<file path="src/vir_defs.svh">
// Behaviour
// - Software assigns each request line to fast, vectored or plain class at run time.
// - Fast requests outrank all others and drive fast_interrupt_request.
// - Any one of several fast requests asserts the single fast output.
// - A readable status word shows which fast sources are requesting.
// - Sixteen vectored slots, any line to any slot; slot 0 highest, 15 lowest.
// - Vectored rank below fast and above plain; plain requests rank lowest.
// - Any pending vectored or plain request asserts normal_interrupt_request.
// - Vector register gives top pending slot address, else the shared default address.
// - A readable status word shows which normal-class requests are active.
`ifndef VIR_DEFS_SVH
`define VIR_DEFS_SVH
`define VIR_N_SLOT 16
`define VIR_SRC_W 5
`define VIR_OFF_RAW 12'h000
`define VIR_OFF_FSTAT 12'h004
`define VIR_OFF_NSTAT 12'h008
`define VIR_OFF_EN 12'h00C
`define VIR_OFF_SEL 12'h010
`define VIR_OFF_VADDR 12'h014
`define VIR_OFF_DEF 12'h018
`define VIR_SLOTADDR_PAGE 6'h04
`define VIR_SLOTCTL_PAGE 6'h08
`define VIR_CTL_EN_BIT 5
`define VIR_CTL_SRC_LSB 0
`define VIR_RST_WORD 32'h0000_0000
`endif

</file>
<file path="src/vir_pkg.sv">
package vir_pkg;
  typedef struct packed {
    logic en;
    logic [4:0] src;
  } vir_slot_s;
  typedef enum logic [1:0] {
    VIR_FAST = 2'b00,
    VIR_VECT = 2'b01,
    VIR_PLAIN = 2'b10,
    VIR_OFF = 2'b11
  } vir_class_e;
endpackage

</file>
<file path="src/vir_ctrl.sv">
`timescale 1ns/1ps
`include "vir_defs.svh"
`default_nettype none
module vir_ctrl #(
  parameter int N_SRC = 32
) (
  // Clock and reset
  input wire logic pclk,
  input wire logic presetn,
  // APB slave
  input wire logic psel,
  input wire logic penable,
  input wire logic pwrite,
  input wire logic [11:0] paddr,
  input wire logic [31:0] pwdata,
  output logic [31:0] prdata,
  output logic pready,
  output logic pslverr,
  // Peripheral request lines
  input wire logic [N_SRC-1:0] req_lines,
  // Core side
  output logic fast_interrupt_request,
  output logic normal_interrupt_request,
  output logic [31:0] vector_address
);
  localparam int NS = `VIR_N_SLOT;

  ////////////////////////////////////////////////////////////////
  // State
  logic [N_SRC-1:0] req_q, req_d;
  logic [N_SRC-1:0] en_q, en_d;
  logic [N_SRC-1:0] sel_q, sel_d;
  logic [31:0] def_q, def_d;
  logic [31:0] saddr_q [NS];
  logic [31:0] saddr_d [NS];
  vir_pkg::vir_slot_s sctl_q [NS];
  vir_pkg::vir_slot_s sctl_d [NS];
  logic fiq_q, fiq_d, irq_q, irq_d;
  logic [31:0] vaddr_q, vaddr_d;
  logic [31:0] rdata_q, rdata_d;
  logic err_q, err_d;

  logic [N_SRC-1:0] fast_req, norm_req;
  logic [NS-1:0] slot_hit;
  vir_pkg::vir_class_e cls [N_SRC];
  logic setup, wr;
  logic slot_a_pg, slot_c_pg;
  logic [3:0] sidx;

  assign setup = psel & ~penable;
  assign wr = psel & penable & pwrite;
  assign slot_a_pg = (paddr[11:6] == `VIR_SLOTADDR_PAGE);
  assign slot_c_pg = (paddr[11:6] == `VIR_SLOTCTL_PAGE);
  assign sidx = paddr[5:2];

  ////////////////////////////////////////////////////////////////
  // Classification
  assign fast_req = req_q & en_q & sel_q;
  assign norm_req = req_q & en_q & ~sel_q;

  genvar g;
  generate
    for (g = 0; g < NS; g++)
    begin : g_slot
      // Slot matches an enabled, normal-class source
      assign slot_hit[g] = sctl_q[g].en && (32'(sctl_q[g].src) < N_SRC)
        && norm_req[sctl_q[g].src];

    end
    for (g = 0; g < N_SRC; g++)
    begin : g_cls
      always_comb
      begin
        logic in_slot;
        in_slot = 1'b0;
        for (int s = 0; s < NS; s++)
        begin
          if (sctl_q[s].en && 32'(sctl_q[s].src) == g)
          begin
            in_slot = 1'b1;
          end
        end
        if (!en_q[g])
        begin
          cls[g] = vir_pkg::VIR_OFF;
        end
        else if (sel_q[g])
        begin
          cls[g] = vir_pkg::VIR_FAST;
        end
        else if (in_slot)
        begin
          cls[g] = vir_pkg::VIR_VECT;
        end
        else
        begin
          cls[g] = vir_pkg::VIR_PLAIN;
        end
      end

    end
  endgenerate

  ////////////////////////////////////////////////////////////////
  // Outputs and vector
  always_comb
  begin
    req_d = req_lines;
    fiq_d = |fast_req;
    irq_d = |norm_req;
    vaddr_d = def_q;
    for (int s = NS - 1; s >= 0; s--)
    begin
      if (slot_hit[s])
      begin
        vaddr_d = saddr_q[s];
      end
    end
  end

  ////////////////////////////////////////////////////////////////
  // Register writes and reads
  always_comb
  begin
    en_d = en_q;
    sel_d = sel_q;
    def_d = def_q;
    saddr_d = saddr_q;
    sctl_d = sctl_q;
    if (wr)
    begin
      if (slot_a_pg)
      begin
        saddr_d[sidx] = pwdata;
      end
      else if (slot_c_pg)
      begin
        sctl_d[sidx].en = pwdata[`VIR_CTL_EN_BIT];
        sctl_d[sidx].src = pwdata[`VIR_CTL_SRC_LSB +: `VIR_SRC_W];
      end
      else
      begin
        case (paddr)
          `VIR_OFF_EN: en_d = pwdata[N_SRC-1:0];
          `VIR_OFF_SEL: sel_d = pwdata[N_SRC-1:0];
          `VIR_OFF_DEF: def_d = pwdata;
          default: ;
        endcase
      end
    end
    rdata_d = rdata_q;
    err_d = err_q;
    if (setup)
    begin
      rdata_d = `VIR_RST_WORD;
      err_d = 1'b0;
      if (slot_a_pg)
      begin
        rdata_d = saddr_q[sidx];
      end
      else if (slot_c_pg)
      begin
        rdata_d[`VIR_CTL_EN_BIT] = sctl_q[sidx].en;
        rdata_d[`VIR_CTL_SRC_LSB +: `VIR_SRC_W] = sctl_q[sidx].src;
      end
      else
      begin
        case (paddr)
          `VIR_OFF_RAW: rdata_d[N_SRC-1:0] = req_q;
          `VIR_OFF_FSTAT: rdata_d[N_SRC-1:0] = fast_req;
          `VIR_OFF_NSTAT: rdata_d[N_SRC-1:0] = norm_req;
          `VIR_OFF_EN: rdata_d[N_SRC-1:0] = en_q;
          `VIR_OFF_SEL: rdata_d[N_SRC-1:0] = sel_q;
          `VIR_OFF_VADDR: rdata_d = vaddr_q;
          `VIR_OFF_DEF: rdata_d = def_q;
          default: err_d = 1'b1;
        endcase
      end
    end
  end

  always_ff @(posedge pclk or negedge presetn)
  begin
    if (!presetn)
    begin
      req_q <= '0;
      en_q <= '0;
      sel_q <= '0;
      def_q <= `VIR_RST_WORD;
      for (int s = 0; s < NS; s++)
      begin
        saddr_q[s] <= `VIR_RST_WORD;
        sctl_q[s] <= '0;
      end
      fiq_q <= 1'b0;
      irq_q <= 1'b0;
      vaddr_q <= `VIR_RST_WORD;
      rdata_q <= `VIR_RST_WORD;
      err_q <= 1'b0;
    end
    else
    begin
      req_q <= req_d;
      en_q <= en_d;
      sel_q <= sel_d;
      def_q <= def_d;
      saddr_q <= saddr_d;
      sctl_q <= sctl_d;
      fiq_q <= fiq_d;
      irq_q <= irq_d;
      vaddr_q <= vaddr_d;
      rdata_q <= rdata_d;
      err_q <= err_d;
    end
  end

  assign pready = 1'b1;
  assign prdata = rdata_q;
  assign pslverr = err_q & psel & penable;
  assign fast_interrupt_request = fiq_q;
  assign normal_interrupt_request = irq_q;
  assign vector_address = vaddr_q;
endmodule
`default_nettype wire

</file>
<file path="config.mk">
export PLATFORM = sky130hd
export DESIGN_NAME = vir_ctrl
export DESIGN_NICKNAME = d
export VERILOG_FILES = /design/src/vir_pkg.sv /design/src/vir_ctrl.sv
export VERILOG_INCLUDE_DIRS = /design/src
export SDC_FILE = /design/constraint.sdc
export NUM_CORES = 2
export LEC_CHECK = 0
export ABC_CLOCK_PERIOD_IN_PS = 7000
export BUFFER_PORTS_ARGS = -buffer_cell sky130_fd_sc_hd__buf_2
export CORE_MARGIN = 3
export CORE_UTILIZATION = 39
export CTS_CLUSTER_DIAMETER = 50
export DETAILED_ROUTE_END_ITERATION = 7
export GPL_TIMING_DRIVEN = 0
export PLACE_DENSITY_LB_ADDON = 0.12
export SLEW_MARGIN = 10
export SYNTH_ARGS = -nofsm -noshare
export SYNTH_HDL_FRONTEND = slang
export SYNTH_SLANG_ARGS = --single-unit
export TNS_END_PERCENT = 5
</file>
<file path="constraint.sdc">
create_clock -name pclk -period 7 [get_ports pclk]
set_input_delay 0.7 -clock pclk [delete_from_list [all_inputs] [get_ports pclk]]
set_output_delay 0.7 -clock pclk [all_outputs]
set_load 0.01 [all_outputs]
</file>
; After elaboration in Yosys (flattened, before gate mapping)
; Cells that the tools add are included.
[classes]
magnitude_cmp = 18
bitwise = 13
n_eq_ne = 8
n_reduce_logical = 26
mux = 70
[op_table]
columns = cell, count
row1 = $mux 32, 20
row2 = $bwmux 512, 1
row3 = $pmux 32 s7, 1
row4 = $bwmux 96, 2
row5 = $bmux 32 s4, 1
row6 = $demux 32 s4, 1
row7 = $and 32x32->32, 3
row8 = $lt 5x6->1 const B, 16
row9 = $bmux 1 s5, 16
row10 = $reduce_or 32->1, 2
row11 = $demux 6 s4, 2
row12 = $eq 12x5->1 const B, 3
row13 = $not 32->32, 1
row14 = $mux 26, 1
row15 = $bmux 6 s4, 1
row16 = $eq 12x4->1 const B, 2
row17 = $mux 6, 4
row18 = $mux 1, 19
row19 = $logic_and 1x1->1, 17
row20 = $eq 12x3->1 const B, 1
row21 = $logic_not 12->1, 1
row22 = $reduce_and 4->1, 3
row23 = $reduce_or 7->1, 1
row24 = $eq 6x3->1 const B, 1
row25 = 9 further kinds, 15
[totals]
wordCells = 192
in_bits = 81
out_inout_bits = 68
register_bits = 803

; Longest topological paths before layout
[depth]
ltp_word = 21
depth_mapped = 13
ltp_nobuf = 10

; Worst setup path after synthesis
; No wires, ideal clock.
[synth_path]
path_type = input-to-reg
from = input port paddr[2]
to = register rdata_q[15], in the netlist prdata[15]
stages = 7
required_time_ps = 6868
path_slack_ps = 3641
arrival_time_ps = 3227
path_buffers = 3
setup_ps = 132
path_cell_list = buf_2 clkbuf_1 buf_1 mux4_2 mux4_2 a221oi_1 a21oi_1
[synth_between]
elab_chain_cells = 5
elab_cells_between_ends = 14
cone_classes = 6 x eq/ne / 6 x mux / 1 x bitwise / 1 x reduce/logical
[synth_lines]
columns = item, line_no
row1 = "start, declared", vir_ctrl.sv:14  ; input wire logic [11:0] paddr,
row2 = $not 4->5 (implied by the code), vir_ctrl.sv:159  ; rdata_d = saddr_q[sidx];
row3 = $bmux 32 s4, vir_ctrl.sv:159
row4 = $mux 32 (implied by the code) (2 in series), vir_ctrl.sv:159
row5 = $mux 32 (*), vir_ctrl.sv:157  ; if (slot_a_pg)
row6 = "end signal, assigned", vir_ctrl.sv:198  ; rdata_q <= `VIR_RST_WORD;
row7 = "end signal, assigned", vir_ctrl.sv:212  ; rdata_q <= rdata_d;
row8 = "end, declared", vir_ctrl.sv:40  ; logic [31:0] rdata_q, rdata_d;
; Every way passes the cells marked *; elsewhere a longest branch is shown, timed or not. The select of a mux whose other input is x is not followed.
; A chain may end at the register's enable or synchronous reset.

; Final worst setup path
[layout_path]
from = register sel_q[12]
to = register vaddr_q[25], in the netlist vector_address[25]
[layout_between]
elab_chain_cells = 21
elab_cells_between_ends = 66
cone_classes = 48 x mux / 2 x bitwise / 16 x reduce/logical
[layout_lines]
columns = item, line_no
row1 = "start, declared", vir_ctrl.sv:32  ; logic [N_SRC-1:0] sel_q, sel_d;
row2 = "start signal, assigned", vir_ctrl.sv:205  ; sel_q <= sel_d;
row3 = $not 32->32 (*), vir_ctrl.sv:59  ; assign norm_req = req_q & en_q & ~sel_q;
row4 = $and 32x32->32 (*), vir_ctrl.sv:59
row5 = $bmux 1 s5, vir_ctrl.sv:67  ; && norm_req[sctl_q[g].src];
row6 = $mux 1 (implied by the code), vir_ctrl.sv:67
row7 = $logic_and 1x1->1, vir_ctrl.sv:67
row8 = $mux 32 (15 in series), vir_ctrl.sv:114  ; if (slot_hit[s])
row9 = $mux 32 (*), vir_ctrl.sv:114
row10 = named net vaddr_d[25], vir_ctrl.sv:39  ; logic [31:0] vaddr_q, vaddr_d;
row11 = "end signal, assigned", vir_ctrl.sv:197  ; vaddr_q <= `VIR_RST_WORD;
row12 = "end signal, assigned", vir_ctrl.sv:211  ; vaddr_q <= vaddr_d;
row13 = "end, declared", vir_ctrl.sv:39
; The timed path passes the listed nets; every way through them passes the cells marked *. The select of a mux whose other input is x is not followed.

==> metrics.txt <==
ANT nets after route 0; initial DRC count about 5.7k; # DRC 13; first-pass GRT wire length about 320,000 µm; worst skew pair latency 0.73 ns; gpl congestion 1.03; hold slack 0.0646 ns; grt total ovfl 0; vias per cell just under 7; Worst slew margin between 8 and 9%; Seq cells post-synth around 800; Worst Path Max Fanout 10; run status finished, violations left; H-tree levels 3; Core Footprint 0.117 mm²; Power Density 218 mW/mm²; sw power between 0.003 and 0.004 W; Final Hold Vio Count 0; CTS tree built; Max Cap Viol 0; placed cell area about 0.049 mm²; GRT Overall Usage between 30% and 40%; drt first pass iters 8; ys async rst share 100%; Die ar. roughly 0.12 mm²; largest net degree at the start of global routing between 100 and 150; cell area after layout 0.0529 mm²; Syn Inst Count ~3.7k; # rows approximately 130; final setup vio count 0; static leakage power roughly 23 nW; number of global-route vias before repair approximately 37k; sequential-to-total area share from yosys stat between 40% and 50%; library cells used by synthesis 99; final cell count without fillers between 5k and 6k; CP delay by family, top buffers and inverters; ys flop type dfrtp_1; Comb pwr share ~5.2%; port bufs around 120; Clock Sinks 803; reg2reg start sel_q[12]; syn_area_per_cell about 12 µm²; Slowest cell on crit path clkbuf_1; Worst Setup SP sel_q[12]; Die Y 349 µm; CP required roughly 7.6 ns; Setup Fix Bufs, Post-CTS 0; Crit Path Class flip-flop to flip-flop; peak supply drop 0.229 mV; Layout area overhead 15.1%; maximum clock path buffer count 3; yosys warns 0; IO Pins ~150; Initial Utilization between 30% and 40%; final wirelength roughly 230,000 µm; crit path launch type flip-flop; share of total power in the clock network between 50% and 60%; # nets final between 4k and 5k; DP Wirelength between 150,000 and 200,000 µm; CP peak stage delay 0.89 ns; Pint roughly 0.0085 W; unrepaired setup endpoints after global routing false; hold wc startpoint req_lines[20]; worst slew pin tran about 1.4 ns; fin crit period just under 6 ns; Worst Path Arrival around 6.4 ns; Placed Cells approximately 5.4k; routed len/inst between 40 and 50 µm; sequential power share 41.2%; sw frac around a quarter; chip width 349 µm; clock-pin slew of the registers on the worst-case setup and hold paths 0.06 ns; TNS Setup 0 ns; Buf/Inv on CP 3; worst min-delay path class input port to flip-flop; Layout fillers roughly 11k; Most Frequent Cell on Critical Path clkbuf_1; TritonCTS Buffers about 120; initial antenna violation count 22; routed via count just under 40k; Post-synth EDFFs 0; layout cells sized above 1 a little under two fifths; Max Fclk ~170 MHz; CP Capture Type flip-flop; syn nets ~3.8k; CTS root buffer clkbuf_16; critical-path cell list nand3b_1, clkbuf_1, mux2i_1, a22o_1, nor3b_1, o32a_1, buf_2, clkbuf_1, o2111ai_1, a21o_1, a211oi_2; Mapped Area 0.0460 mm²; part of the cycle the worst path needs 83.7%; pins over their slew limit 0; skew final between 0.03 and 0.04 ns; failing checks design-rule violations
[sequential cells by signal (all words and copies together) (netlist names)]
name and flops:
def_q 32, en_q 32, err_q 1, fast_interrupt_request 1, normal_interrupt_request 1, prdata 32, req_q 32, saddr_q 512
sctl_q 96, sel_q 32, vector_address 32
[stage by stage]
step           total power [W]  utilization, %  setup WS, ns
2_1_floorplan          0.00503               -          3.64
3_3_place_gp           0.00540            41.6        -13.40
3_5_place_dp           0.00541            41.9          1.38
4_1_cts                 0.0115            45.4          1.48
5_1_grt                 0.0118            45.4          1.15
6_report                0.0115            45.4          1.14
[cells by family after synthesis]
kind of cell    synth area share, %
buf+inv                        3.72
flops                          43.7
other cells                 0.00816
compound gates                 10.9
mux                            32.8
simple gates                   8.87
[cell usage after synthesis, types with 24 or more instances]
master / count / share of area (%)
a21oi_1: 88 / 0.96
nand2_1: 263 / 2.1
mux4_2: 284 / 14
nand2b_1: 30 / 0.41
o22a_1: 28 / 0.53
inv_1: 26 / 0.21
o221ai_1: 32 / 0.61
nand3_1: 128 / 1.4
nand4_1: 26 / 0.35
a211oi_1: 28 / 0.46
nor2_1: 160 / 1.3
nand3b_1: 32 / 0.52
and3_1: 30 / 0.41
nor3_1: 45 / 0.49
a221oi_1: 39 / 0.74
clkbuf_1: 216 / 1.8
a31oi_1: 30 / 0.41
buf_2: 83 / 0.90
o21ai_0: 70 / 0.76
dfrtp_1: 803 / 44
o22ai_1: 31 / 0.42
buf_1: 63 / 0.51
mux2_2: 705 / 17
a22oi_1: 29 / 0.47
and3b_1: 25 / 0.48
o2bb2ai_1: 25 / 0.48
a222oi_1: 28 / 0.61
a21o_1: 24 / 0.39
mux2i_1: 76 / 1.7
o2111ai_1: 34 / 0.65
[power by group through the flow]
stage,clock network [W],registers (W),logic (W)
6_report,0.00618,0.00475,0.000596
5_1_grt,0.00641,0.00475,0.000621
4_1_cts,0.00621,0.00475,0.000586
3_5_place_dp,0,0.00483,0.000584
3_3_place_gp,0,0.00484,0.000568
2_1_floorplan,0,0.00481,0.000215
[area by class of cell]
| class | count | area, µm² | share of cell area [%] |
|---|---|---|---|
| plain buffers | 378 | 1620 | 3.07 |
| flip-flops and latches | 803 | 20100 | 38.0 |
| multi-input cells | 2533 | 24200 | 45.8 |
| diodes | 15 | 37.5 | 0.0709 |
| clock inverters | 73 | 792 | 1.50 |
| repair buffers | 133 | 883 | 1.67 |
| well taps | 1524 | 1910 | 3.60 |
| inverters | 32 | 121 | 0.229 |
| clock buffers | 145 | 3250 | 6.13 |
[placed cells by master (no fill, tap or decap), types with 34 or more instances in the layout]
master	instances
dfrtp_1	803
mux2_2	705
mux4_2	284
nand2_1	263
buf_2	213
clkbuf_1	211
nor2_1	160
nand3_1	128
clkbuf_16	119
a21oi_1	88
mux2i_1	76
o21ai_0	70
buf_1	50
nor3_1	44
a221oi_1	39
o2111ai_1	34
[worst paths after layout]
check	endpoint	slack, ns	cells past startpoint
setup / recovery	vector_address[25]	1.14	11
hold / removal	req_q[20]	0.06	1
setup reg to reg	vector_address[25]	1.14	11
hold reg to reg	prdata[3]	0.47	1
max in group asynchronous	saddr_q[280]	4.49	5
min in group asynchronous	sctl_q[79]	0.52	2
[metal layers]
metal	track usage, %	routed length, µm	vias to the layer above
met5	0	97	-
met4	24.3	18800	8
met3	12.2	26900	840
met2	55.6	99600	2899
met1	47.2	87200	20100
li1	-	-	15000
[timing repair]
item                                   4_1_cts  5_1_grt
hold buffers                                 1        0
resized for setup                            0        0
endpoints found under the hold margin       12        0
No activity file was read; power rests on OpenSTA's default activity.
